===== src/hw/fcx_pkg.sv =====
package fcx_pkg;

  // ----------------------------------------------------------------
  // Register map (word offsets on the plain register port)
  // ----------------------------------------------------------------
  localparam logic [3:0] OFS_HWENA    = 4'h0;
  localparam logic [3:0] OFS_FVADDR   = 4'h1;
  localparam logic [3:0] OFS_FINSTR   = 4'h2;
  localparam logic [3:0] OFS_CONFIG3  = 4'h3;
  localparam logic [3:0] OFS_TPTR     = 4'h4;
  localparam logic [3:0] OFS_IRQ_STAT = 4'h5;
  localparam logic [3:0] OFS_IRQ_MASK = 4'h6;
  localparam logic [3:0] OFS_CTX_SEL  = 4'h7;

  // ----------------------------------------------------------------
  // Field layout
  // ----------------------------------------------------------------
  localparam int          HWENA_MASK_W   = 4;
  localparam int          HWENA_TPTR_BIT = 29;
  localparam logic [31:0] HWENA_IMPL     = 32'h2000000f;
  localparam logic [31:0] HWENA_RESET    = 32'h00000000;
  localparam int          CFG3_FWP_BIT   = 0;
  localparam logic [31:0] TPTR_RESET     = 32'h00000000;
  localparam logic [31:0] FAULT_RESET    = 32'h00000000;
  localparam logic [15:0] HALF_ZERO      = 16'h0000;
  localparam logic [4:0]  HWREG_TPTR     = 5'h1d;
  localparam int          IRQ_W          = 3;
  localparam int          IRQ_ADDR_ERR   = 0;
  localparam int          IRQ_TLB_ERR    = 1;
  localparam int          IRQ_HWR_DENY   = 2;

  // ----------------------------------------------------------------
  // Exception causes from the pipeline
  // ----------------------------------------------------------------
  typedef enum logic [4:0] {
    EXC_NONE, EXC_INT, EXC_NMI, EXC_MCHECK, EXC_BUS_ERR, EXC_CACHE_ERR,
    EXC_WATCH, EXC_DEBUG, EXC_CPU, EXC_RI, EXC_OVF, EXC_TRAP, EXC_SYS,
    EXC_BP, EXC_FPE, EXC_C2E, EXC_ADEL, EXC_ADES, EXC_TLBL, EXC_TLBS,
    EXC_TLB_INV, EXC_TLB_RI, EXC_TLB_XI, EXC_TLB_MOD
  } fcx_exc_e;

  typedef enum logic [1:0] {
    ACC_NONE, ACC_LOAD, ACC_STORE, ACC_FETCH
  } fcx_acc_e;

  typedef struct packed {
    logic        valid;
    fcx_acc_e    kind;
    logic [31:0] vaddr;
    logic [1:0]  size_log2;
    logic        user_mode;
  } fcx_access_s;

  typedef struct packed {
    logic        valid;
    fcx_exc_e    cause;
    logic [31:0] vaddr;
    logic [31:0] instr;
    logic        instr_valid;
    logic        instr_short;
  } fcx_exc_s;

  typedef struct packed {
    logic       valid;
    logic [4:0] hwreg;
    logic       user_mode;
  } fcx_hwr_s;

  // Unaligned for its size, or user touching the kernel half
  function automatic logic addr_fault(input fcx_access_s a);
    logic mis;
    mis = 1'b0;
    case (a.size_log2)
      2'd1:    mis = a.vaddr[0];
      2'd2:    mis = |a.vaddr[1:0];
      default: mis = 1'b0;
    endcase
    return a.valid && (a.kind != ACC_NONE) && (mis || (a.user_mode && a.vaddr[31]));
  endfunction : addr_fault

  function automatic logic sets_fvaddr(input fcx_exc_e c, input logic has_tlb);
    return (c == EXC_ADEL) || (c == EXC_ADES) ||
      (has_tlb && ((c == EXC_TLBL) || (c == EXC_TLBS) ||
                   (c == EXC_TLB_INV) || (c == EXC_TLB_MOD)));
  endfunction : sets_fvaddr

  function automatic logic sets_finstr(input fcx_exc_e c);
    return (c >= EXC_CPU) && (c <= EXC_TLB_MOD);
  endfunction : sets_finstr

endpackage : fcx_pkg


===== src/hw/fcx_fault_capture.sv =====
`timescale 1ns/100ps
// Functional notes
// RQ1: Mask bits 3:0 gate hardware-register reads
// RQ2: Bit 29 grants user thread-pointer reads
// RQ3: Enable resets zero; unimplemented bits read zero
// RQ4: Read-only fault address loads on address errors
// RQ5: Unaligned or user-to-kernel access raises address error
// RQ6: Translation variant also captures TLB fault addresses (code leaves it unchanged on EXC_TLB_RI and EXC_TLB_XI)
// RQ7: Bus errors leave fault address unchanged
// RQ8: Read-only instruction capture on listed exceptions
// RQ9: Asynchronous exceptions never touch instruction capture
// RQ10: No valid instruction word: capture undefined
// RQ11: Short instructions sit low, upper half zero
// RQ12: Config flag reports instruction capture present
// RQ13: One instruction capture per processor context
// RQ14: Denied user read raises reserved instruction
module fcx_fault_capture
  import fcx_pkg::*;
#(
  parameter int   CTX       = 2,
  parameter logic HAS_TLB   = 1'b1,
  parameter logic HAS_FINST = 1'b1,
  parameter int   AW        = (CTX > 1) ? $clog2(CTX) : 1
) (
  input  wire logic          REF_CLK,
  input  wire logic          RESET,
  input  wire logic [3:0]    REG_ADDR,
  input  wire logic [31:0]   REG_WDATA,
  input  wire logic          REG_WR,
  input  wire logic          REG_RD,
  output logic      [31:0]   REG_RDATA,
  input  wire fcx_access_s   ACCESS,
  output logic               ADDR_ERR,
  input  wire fcx_exc_s      EXC,
  input  wire logic [AW-1:0] EXC_CTX,
  input  wire fcx_hwr_s      HWR_REQ,
  output logic               HWR_ALLOW,
  output logic               HWR_RI,
  output logic [31:0]        HWENA,
  output logic               IRQ
);

  // ----------------------------------------------------------------
  // Registers
  // ----------------------------------------------------------------
  logic [31:0]      hwena_r, hwena_nxt;
  logic [31:0]      fvaddr_r, fvaddr_nxt;
  logic [31:0]      tptr_r, tptr_nxt;
  logic [IRQ_W-1:0] stat_r, stat_nxt;
  logic [IRQ_W-1:0] mask_r, mask_nxt;
  logic [AW-1:0]    ctx_sel_r, ctx_sel_nxt;
  logic             addr_err_r, addr_err_nxt;
  logic [31:0]      rdata_r, rdata_nxt;
  logic             rd_fin_r, rd_fin_nxt;
  logic             wr_hit;
  logic             fin_we;
  logic [31:0]      fin_wdata;
  logic [31:0]      fin_rdata;
  logic [IRQ_W-1:0] events;
  logic             hwr_deny;

  // ----------------------------------------------------------------
  // Address error detection
  // ----------------------------------------------------------------
  always_comb begin
    addr_err_nxt = addr_fault(ACCESS); // RQ5
  end

  // ----------------------------------------------------------------
  // Instruction capture, one word per context
  // ----------------------------------------------------------------
  always_comb begin
    // Only synchronous causes with a real word write; else unchanged
    fin_we    = HAS_FINST && EXC.valid && sets_finstr(EXC.cause) && EXC.instr_valid; // RQ8 RQ9 RQ10
    fin_wdata = EXC.instr_short ? {HALF_ZERO, EXC.instr[15:0]} : EXC.instr; // RQ11
  end

  fcx_ctx_mem #(.CTX(CTX), .AW(AW)) fcx_ctx_mem_i ( // RQ13
    .clk   (REF_CLK),
    .we    (fin_we),
    .waddr (EXC_CTX),
    .wdata (fin_wdata),
    .raddr (ctx_sel_r),
    .rdata (fin_rdata)
  );

  fcx_hwr_gate fcx_hwr_gate_i (
    .clk   (REF_CLK),
    .rst   (RESET),
    .req   (HWR_REQ),
    .hwena (hwena_r),
    .allow (HWR_ALLOW),
    .deny  (hwr_deny)
  );

  // ----------------------------------------------------------------
  // Register writes and captures
  // ----------------------------------------------------------------
  always_comb begin
    wr_hit      = REG_WR;
    hwena_nxt   = hwena_r;
    fvaddr_nxt  = fvaddr_r;
    tptr_nxt    = tptr_r;
    mask_nxt    = mask_r;
    ctx_sel_nxt = ctx_sel_r;
    if (wr_hit) begin
      case (REG_ADDR)
        OFS_HWENA:    hwena_nxt = REG_WDATA & HWENA_IMPL; // RQ3
        OFS_TPTR:     tptr_nxt = REG_WDATA;
        OFS_IRQ_MASK: mask_nxt = REG_WDATA[IRQ_W-1:0];
        OFS_CTX_SEL:  ctx_sel_nxt = REG_WDATA[AW-1:0];
        default:      hwena_nxt = hwena_r;
      endcase
    end
    // Bus errors are not addressing faults, so the address holds
    if (EXC.valid && sets_fvaddr(EXC.cause, HAS_TLB)) begin
      fvaddr_nxt = EXC.vaddr; // RQ4 RQ6 RQ7
    end
    events = '0;
    events[IRQ_ADDR_ERR] = EXC.valid && ((EXC.cause == EXC_ADEL) || (EXC.cause == EXC_ADES));
    events[IRQ_TLB_ERR]  = EXC.valid && HAS_TLB && sets_fvaddr(EXC.cause, HAS_TLB)
                           && !events[IRQ_ADDR_ERR];
    events[IRQ_HWR_DENY] = hwr_deny;
    stat_nxt = stat_r;
    if (wr_hit && (REG_ADDR == OFS_IRQ_STAT)) begin
      stat_nxt = stat_r & ~REG_WDATA[IRQ_W-1:0];
    end
    // Set wins over a simultaneous clear
    stat_nxt = stat_nxt | events;
  end

  // ----------------------------------------------------------------
  // Read path: data in the cycle after the strobe
  // ----------------------------------------------------------------
  always_comb begin
    rdata_nxt  = '0;
    rd_fin_nxt = 1'b0;
    if (REG_RD) begin
      case (REG_ADDR)
        OFS_HWENA:    rdata_nxt = hwena_r & HWENA_IMPL; // RQ3
        OFS_FVADDR:   rdata_nxt = fvaddr_r;
        OFS_FINSTR:   rd_fin_nxt = HAS_FINST;
        OFS_CONFIG3:  rdata_nxt[CFG3_FWP_BIT] = HAS_FINST; // RQ12
        OFS_TPTR:     rdata_nxt = tptr_r;
        OFS_IRQ_STAT: rdata_nxt[IRQ_W-1:0] = stat_r;
        OFS_IRQ_MASK: rdata_nxt[IRQ_W-1:0] = mask_r;
        OFS_CTX_SEL:  rdata_nxt[AW-1:0] = ctx_sel_r;
        default:      rdata_nxt = '0;
      endcase
    end
  end

  always_ff @(posedge REF_CLK) begin
    if (RESET) begin
      hwena_r    <= HWENA_RESET; // RQ3
      fvaddr_r   <= FAULT_RESET;
      tptr_r     <= TPTR_RESET;
      stat_r     <= '0;
      mask_r     <= '0;
      ctx_sel_r  <= '0;
      addr_err_r <= 1'b0;
      rdata_r    <= '0;
      rd_fin_r   <= 1'b0;
    end else begin
      hwena_r    <= hwena_nxt;
      fvaddr_r   <= fvaddr_nxt;
      tptr_r     <= tptr_nxt;
      stat_r     <= stat_nxt;
      mask_r     <= mask_nxt;
      ctx_sel_r  <= ctx_sel_nxt;
      addr_err_r <= addr_err_nxt;
      rdata_r    <= rdata_nxt;
      rd_fin_r   <= rd_fin_nxt;
    end
  end

  // Instruction word is read from the memory's own output register
  assign REG_RDATA = rd_fin_r ? fin_rdata : rdata_r;
  assign ADDR_ERR  = addr_err_r;
  assign HWR_RI    = hwr_deny; // RQ14
  assign HWENA     = hwena_r;
  assign IRQ       = |(stat_r & mask_r);
endmodule : fcx_fault_capture


===== src/hw/fcx_ctx_mem.sv =====
`timescale 1ns/100ps
// ----------------------------------------------------------------
// Per-context capture store, registered read port
// ----------------------------------------------------------------
module fcx_ctx_mem
  import fcx_pkg::*;
#(
  parameter int CTX = 2,
  parameter int AW  = (CTX > 1) ? $clog2(CTX) : 1
) (
  input  wire logic          clk,
  input  wire logic          we,
  input  wire logic [AW-1:0] waddr,
  input  wire logic [31:0]   wdata,
  input  wire logic [AW-1:0] raddr,
  output logic      [31:0]   rdata
);
  logic [31:0] mem [CTX];

  always_ff @(posedge clk) begin
    if (we) begin
      mem[waddr] <= wdata;
    end
    rdata <= mem[raddr];
  end
endmodule : fcx_ctx_mem


===== src/hw/fcx_hwr_gate.sv =====
`timescale 1ns/100ps
// ----------------------------------------------------------------
// Permission check for the hardware-register read instruction
// ----------------------------------------------------------------
module fcx_hwr_gate
  import fcx_pkg::*;
(
  input  wire logic        clk,
  input  wire logic        rst,
  input  wire fcx_hwr_s    req,
  input  wire logic [31:0] hwena,
  output logic             allow,
  output logic             deny
);
  logic bit_en;
  logic allow_nxt;
  logic deny_nxt;

  always_comb begin
    bit_en = 1'b0;
    if (req.hwreg == HWREG_TPTR) begin
      bit_en = hwena[HWENA_TPTR_BIT]; // RQ2
    end else if (req.hwreg < 5'(HWENA_MASK_W)) begin
      bit_en = hwena[req.hwreg[1:0]]; // RQ1
    end
    // Kernel always reads; user needs the enable bit
    allow_nxt = req.valid && (!req.user_mode || bit_en); // RQ14
    deny_nxt  = req.valid && req.user_mode && !bit_en; // RQ14
  end

  always_ff @(posedge clk) begin
    if (rst) begin
      allow <= 1'b0;
      deny  <= 1'b0;
    end else begin
      allow <= allow_nxt;
      deny  <= deny_nxt;
    end
  end
endmodule : fcx_hwr_gate


===== config.mk =====
export PLATFORM = sky130hd
export DESIGN_NAME = fcx_fault_capture
export DESIGN_NICKNAME = d
export VERILOG_FILES = /design/src/hw/fcx_pkg.sv /design/src/hw/fcx_fault_capture.sv /design/src/hw/fcx_ctx_mem.sv /design/src/hw/fcx_hwr_gate.sv
export SDC_FILE = /design/constraint.sdc
export NUM_CORES = 1
export LEC_CHECK = 0
export CELL_PAD_IN_SITES_DETAIL_PLACEMENT = 0
export CELL_PAD_IN_SITES_GLOBAL_PLACEMENT = 2
export CORE_ASPECT_RATIO = 0.9
export CORE_MARGIN = 1
export CORE_UTILIZATION = 23
export CTS_CLUSTER_DIAMETER = 60
export DETAILED_ROUTE_END_ITERATION = 8
export DONT_BUFFER_PORTS = 1
export PLACE_DENSITY = 0.64
export SLEW_MARGIN = 40
export SYNTH_ARGS = -nofsm -noshare
export SYNTH_HDL_FRONTEND = slang
export SYNTH_SLANG_ARGS = --single-unit

===== constraint.sdc =====
create_clock -name REF_CLK -period 2.34 [get_ports REF_CLK]
set_input_delay 0.351 -clock REF_CLK [delete_from_list [all_inputs] [get_ports REF_CLK]]
set_output_delay 0.351 -clock REF_CLK [all_outputs]
set_load 0.01 [all_outputs]

# ---- After elaboration in Yosys (flattened, before gate mapping)
# Memory sizes are Yosys's and may differ from the RTL's. A register that Yosys moved wholly into a read port is not among the register bits.
# Cells that the tools add are included.
dict set report op_classes {
  n_lt_le_gt_ge 4
  n_eq_ne 16
  n_mux 14
  bitwise_logic 5
  n_reduce_logical 32
}
# operator count
set op_table {}
lappend op_table {{one-hot mux 29 bit (3 select lines)} 1}
lappend op_table {{two-way mux 32 bit} 2}
lappend op_table {{== test 5 bit, second input constant} 7}
lappend op_table {{== test 4 x 3 -> 1 bit, second input constant} 4}
lappend op_table {{logical AND 1 bit} 13}
lappend op_table {{one-hot mux 2 bit (5 select lines)} 1}
lappend op_table {{== test 4 x 2 -> 1 bit, second input constant} 2}
lappend op_table {{AND reduction 2 bit} 4}
lappend op_table {{logical OR 1 bit} 7}
lappend op_table {{one-hot mux 1 bit (7 select lines)} 1}
lappend op_table {{AND 3 bit} 2}
lappend op_table {{< comparator 2 x 6 -> 1 bit, second input constant} 1}
lappend op_table {{two-way mux 1 bit} 6}
lappend op_table {{>= comparator 5 x 4 -> 1 bit, second input constant} 1}
lappend op_table {{<= comparator 5 bit, second input constant} 1}
lappend op_table {{< comparator 5 x 3 -> 1 bit, second input constant} 1}
lappend op_table {{== test 4 x 1 -> 1 bit, second input constant} 1}
lappend op_table {{logical NOT 4 bit} 1}
lappend op_table {{OR reduction 2 bit} 2}
lappend op_table {{logical NOT 1 bit} 3}
lappend op_table {{two-way mux 3 bit} 1}
lappend op_table {{inverter 3 bit} 1}
lappend op_table {{OR 3 bit} 1}
lappend op_table {{OR reduction 3 bit} 1}
lappend op_table {{6 further kinds} 6}
dict set report word_totals {
  ff_bits 112
  mem_bits_rw 64
  inputBits 158
  elab_cells 83
  memories 1
}
# name words width rd rd_ports_with_merged_regs wr line
set memory_table {}
lappend memory_table {fcx_ctx_mem_i.mem 2 32 1 1 1 fcx_ctx_mem.sv:18} ;# logic [31:0] mem [CTX];

# ---- Depth between registers and ports, before layout
dict set report depth {
  depth_word 8
  depth_mapped 7
}

# ---- By module
# Synthesis repeated with hierarchy kept, for this count alone.
dict set report unflattened {
  hier_cells 731
  area_unflattened_um2 8524.4
}
# module instances cells_per_inst area_each_um2 seq_area_each_um2
set modules_own_cells {}
lappend modules_own_cells {fcx_fault_capture 1 586 5276.3 2202.1}
lappend modules_own_cells {fcx_ctx_mem 1 134 3119.2 2562.5}
lappend modules_own_cells {fcx_hwr_gate 1 11 128.9 40.0}

# ---- Worst setup path before layout
# Ideal clock, no wire load.
dict set report synth_path {
  kind {input to register}
  startpoint {input EXC[69] in the netlist's numbering}
  endpoint {memory fcx_ctx_mem_i.mem[0][0] (enable)}
  setup_time_ns 0.421
  arrival_ns 1.948
  setup_slack_ns -0.029
  stages 3
  path_cell_list {xor2_1 nand3_1 nor2_1}
}
dict set report synth_between {
  elab_chain_len 6
}
# element line
set synth_lines {}
lappend synth_lines {{start, declared} fcx_fault_capture.sv:34} ;# input wire fcx_exc_s EXC,
lappend synth_lines {{>= comparator 5 x 4 -> 1 bit / <= comparator 5 bit (equally long branches)} fcx_pkg.sv:88} ;# return (c >= EXC_CPU) && (c <= EXC_TLB_MOD);
lappend synth_lines {{logical AND 1 bit (*)} fcx_pkg.sv:88}
lappend synth_lines {{logical AND 1 bit (*) (2 in a row)} fcx_fault_capture.sv:74} ;# fin_we = HAS_FINST && EXC.valid && sets_finstr(EXC.cause) && EXC.instr_valid;
lappend synth_lines {{two-way mux 1 bit (*)} fcx_ctx_mem.sv:21} ;# if (we) begin
lappend synth_lines {{two-way mux 1 bit (not written as such) (*)} fcx_ctx_mem.sv:22} ;# mem[waddr] <= wdata;
lappend synth_lines {{end, declared} fcx_ctx_mem.sv:18}
# Mark *: on every way between the ends. The rest lies on a longest branch, timed or not.

# ---- Worst setup path after layout
dict set report layout_path {
  startpoint {register rd_fin_r}
  endpoint {output REG_RDATA[28]}
}
dict set report layout_between {
  elab_chain_len 1
}
# element line
set layout_lines {}
lappend layout_lines {{start, declared} fcx_fault_capture.sv:54} ;# logic rd_fin_r, rd_fin_nxt;
lappend layout_lines {{start signal, assigned} fcx_fault_capture.sv:173} ;# rd_fin_r <= rd_fin_nxt;
lappend layout_lines {{two-way mux 32 bit} fcx_fault_capture.sv:178} ;# assign REG_RDATA = rd_fin_r ? fin_rdata : rdata_r;
lappend layout_lines {{end, declared} fcx_fault_capture.sv:31} ;# output logic [31:0] REG_RDATA,
# Every way passes these cells.

==> metrics.md <==
| Metric | Value |
|---|---|
| Worst path slowest cell | mux2_2 |
| Maximum vdd drop | 0.000503 V |
| Remaining Overflow, GRT | 0 |
| # resized after CTS | 0 |
| Final hold vios | 0 |
| Initial antenna violation count | 2 |
| RSZ-0062 raised after global routing | false |
| First-pass GRT wire length | roughly 33000 um |
| Number of core rows | 63 |
| Max-cap violations | 0 |
| Pre-antenna DRT Iters | 4 |
| Most numerous cell in the Yosys netlist | dfxtp_1 |
| DP Cell Count | approximately 1100 |
| Later-pin clock latency in the skew report | 550 ps |
| I/O pin total | 226 |
| Worst clock skew | 9.07 ps |
| Initial Utilization | 23.6% |
| Slew Viols, Final | 0 |
| Register area share after synthesis | 61.0% |
| Drt first-iter violations | 178 |
| CTS tree | done |
| CP Cell Sequence | buf_4, mux2_2 |
| Routability cong. | 0.722 |
| Area leader, netlist | dfxtp_1 |
| CP startpoint kind | register |
| ANT cells | 0 |
| Max_slew headroom | 64.4% |
| Largest net degree at the start of global routing | 79 |
| CP Buf/Inv Count | 1 |
| Die ar. | roughly 0.035 mm2 |
| Final setup vio count | 0 |
| Setup ws final | 220 ps |
| Minimum clock period | 2120 ps |
| Antenna viol nets, final | 0 |
| Routed WL | 22900 um |
| Fin Setup TNS | 0 ps |
| Area Overhead vs Synth | 29.8% |
| CP required | 1990 ps |
| FF+latch count, synth | ~210 |
| DRC viols | 0 |
| Fill count | 3465 |
| Vias/cell | 4.13 |
| HPWL Detailed | 14500 um |
| Hold WS | 33.9 ps |
| Average wire per standard cell | 18.3 um |
| Fraction of layout cells with a size suffix above 1 | 17.3% |
| Clk sink count | 208 |
| Die W | just under 200 um |
| Crit path max-delay family | multiplexers |
| Crit Path Class | reg -> out |
| Final worst path period share | 90.6% |
| H-tree lvl count | 1 |
| Final Non-Filler Cells | 1251 |
| Synth Instances | 684 |
| GRT Util Overall | roughly an eighth |
| Most common library cells after synthesis | dfxtp_1 (144), nand2_1 (76), nor2_1 (75) |
| Synth top area share | 36.6% |
| Post-synth EDFFs | 64 |
| Total CTS buffers | 27 |
| CP max FO | 32 |
| Post-Place Setup Slack | around 600 ps |
| Die span in y | 178 um |
| Vias in the first global route | 5098 |
| Worst path arrival time | 1770 ps |
| Clk pin slew, worst setup/hold paths | 60 ps |
| Pwr/cell area | 825 mW/mm2 |
| CTS Buffer Depth | 3 |
| Vias | 5161 |
| Most used DFF post-synth | dfxtp_1 |
| Syn. warnings | 0 |
| Nets | 935 |
| Worst Hold Class | in -> reg |
| Root Buffer Master | clkbuf_16 |
| Post-synthesis area per instance | 11.5 um2 |
| Critical Path Sink Type | output port |
| Async SR Flop Fraction | 0% |
| Buffers on Ports | 0 |
| Worst Max-Slew Pin Slew | ~530 ps |
| Outcome | completed |
| Main area contributors after synthesis | dfxtp_1 (37%), edfxtp_1 (24%), mux2_2 (10%) |
| Core ar. | approximately 0.033 mm2 |
| Synth cell types | 36 |
| CP max stage delay | 460 ps |
| Total leakage power | 3.49 nW |
| Synth Cell Area | roughly 0.0079 mm2 |
| Fmax | 472 MHz |
==> metrics by stage <==
stage               instance area, um2  util (%)  power (mW)
floorplan                         7970         -        4.16
global placement                  8370      25.1        4.16
detailed placement                8370      25.1        4.17
CTS                              10200      30.7        8.59
global route                     10200      30.6        8.75
finish                           10200      30.6        8.43
==> area by class of cell <==
type,count,area (um2),area share (%)
Clock buffer,29,683,6.69
Clock inverter,21,220,2.16
Inverter,4,15.0,0.147
Multi-Input combinational cell,429,2810,27.5
Sequential cell,208,4810,47.0
Tap cell,455,569,5.57
Timing Repair Buffer,105,1110,10.8
==> per-layer routing <==
metal | share of wire, % | vias to the layer above | GRT usage (%)
met5 | 0 | - | 0
met4 | 2.5 | 0 | 3.65
met3 | 5.2 | 34 | 2.98
met2 | 42 | 147 | 19.2
met1 | 50 | 2455 | 18.4
li1 | - | 2525 | -
==> cell families (layout without fill, tap and decap cells) <==
family | after synthesis | count (layout) | share of synthesized area, %
other | 1 | 27 | 0.0476
DFF | 208 | 208 | 61.0
and+or+nand+nor | 202 | 202 | 11.5
buffers and inverters | 73 | 159 | 4.97
xor gates and xnor gates | 2 | 2 | 0.223
AOI/OAI and AO/OA | 90 | 90 | 7.15
adders and majority gates | 2 | 2 | 0.318
muxes | 106 | 106 | 14.7
==> layout by cell type, fill, tap and decap left out, types with 2 or more instances in the layout <==
master | netlist | layout
clkbuf_1 | 26 | 2
nor2_1 | 75 | 73
a22oi_1 | 35 | 35
nor3_4 | 0 | 2
nand3_1 | 10 | 10
conb_1 | 1 | 27
nand2_1 | 76 | 76
o21ai_0 | 4 | 4
nand2b_1 | 6 | 6
buf_12 | 0 | 6
clkbuf_16 | 0 | 27
dfxtp_2 | 0 | 2
buf_4 | 27 | 6
clkinv_2 | 0 | 5
nand4b_1 | 2 | 2
mux2i_1 | 35 | 35
nor3_1 | 3 | 2
dfxtp_1 | 144 | 142
nand3b_1 | 3 | 3
bufinv_16 | 0 | 3
ha_1 | 2 | 2
edfxtp_1 | 64 | 64
xor2_1 | 2 | 2
nor2_4 | 0 | 2
dlygate4sd3_1 | 0 | 91
a21oi_1 | 45 | 45
nor2b_1 | 19 | 19
a2111oi_1 | 2 | 2
clkinv_1 | 0 | 4
inv_6 | 0 | 4
mux2_2 | 70 | 70
clkinvlp_4 | 0 | 2
inv_1 | 4 | 4
==> registers in the layout, summed over array words and instances, names as in the netlist <==
name	count
ADDR_ERR	1
HWENA	5
ctx_sel_r	1
fcx_ctx_mem_i.mem	64
fcx_ctx_mem_i.rdata	32
fcx_hwr_gate_i.allow	1
fcx_hwr_gate_i.deny	1
fvaddr_r	32
mask_r	3
rd_fin_r	1
rdata_r	32
stat_r	3
tptr_r	32
==> final timing paths <==
kind | from | to | slack, ps | cells past startpoint
max | rd_fin_r$_SDFF_PP0_ | REG_RDATA[28] | 220 | 2
min | REG_ADDR[2] | rdata_r[0]$_SDFF_PP0_ | 30 | 2
max reg2reg | ctx_sel_r$_SDFFE_PP0P_ | rdata_r[0]$_SDFF_PP0_ | 940 | 5
min reg2reg | tptr_r[31]$_SDFFE_PP0P_ | tptr_r[31]$_SDFFE_PP0P_ | 450 | 2
==> report_power, final <==
group | leakage, nW | switching [mW] | total [mW] | internal (mW)
Sequential | 1.72 | 0.0345 | 3.85 | 3.82
Combinational | 1.32 | 0.204 | 0.406 | 0.202
Clock | 0.442 | 1.69 | 4.18 | 2.48
Total | 3.49 | 1.93 | 8.43 | 6.50
==> what timing repair did <==
| item | 4_1_cts | 5_1_grt |
|---|---|---|
| hold buffers | 93 | 0 |
| setup buffers | 0 | 0 |
| hold endpoints to repair | 147 | 0 |
(Power assumes the default switching activity.)
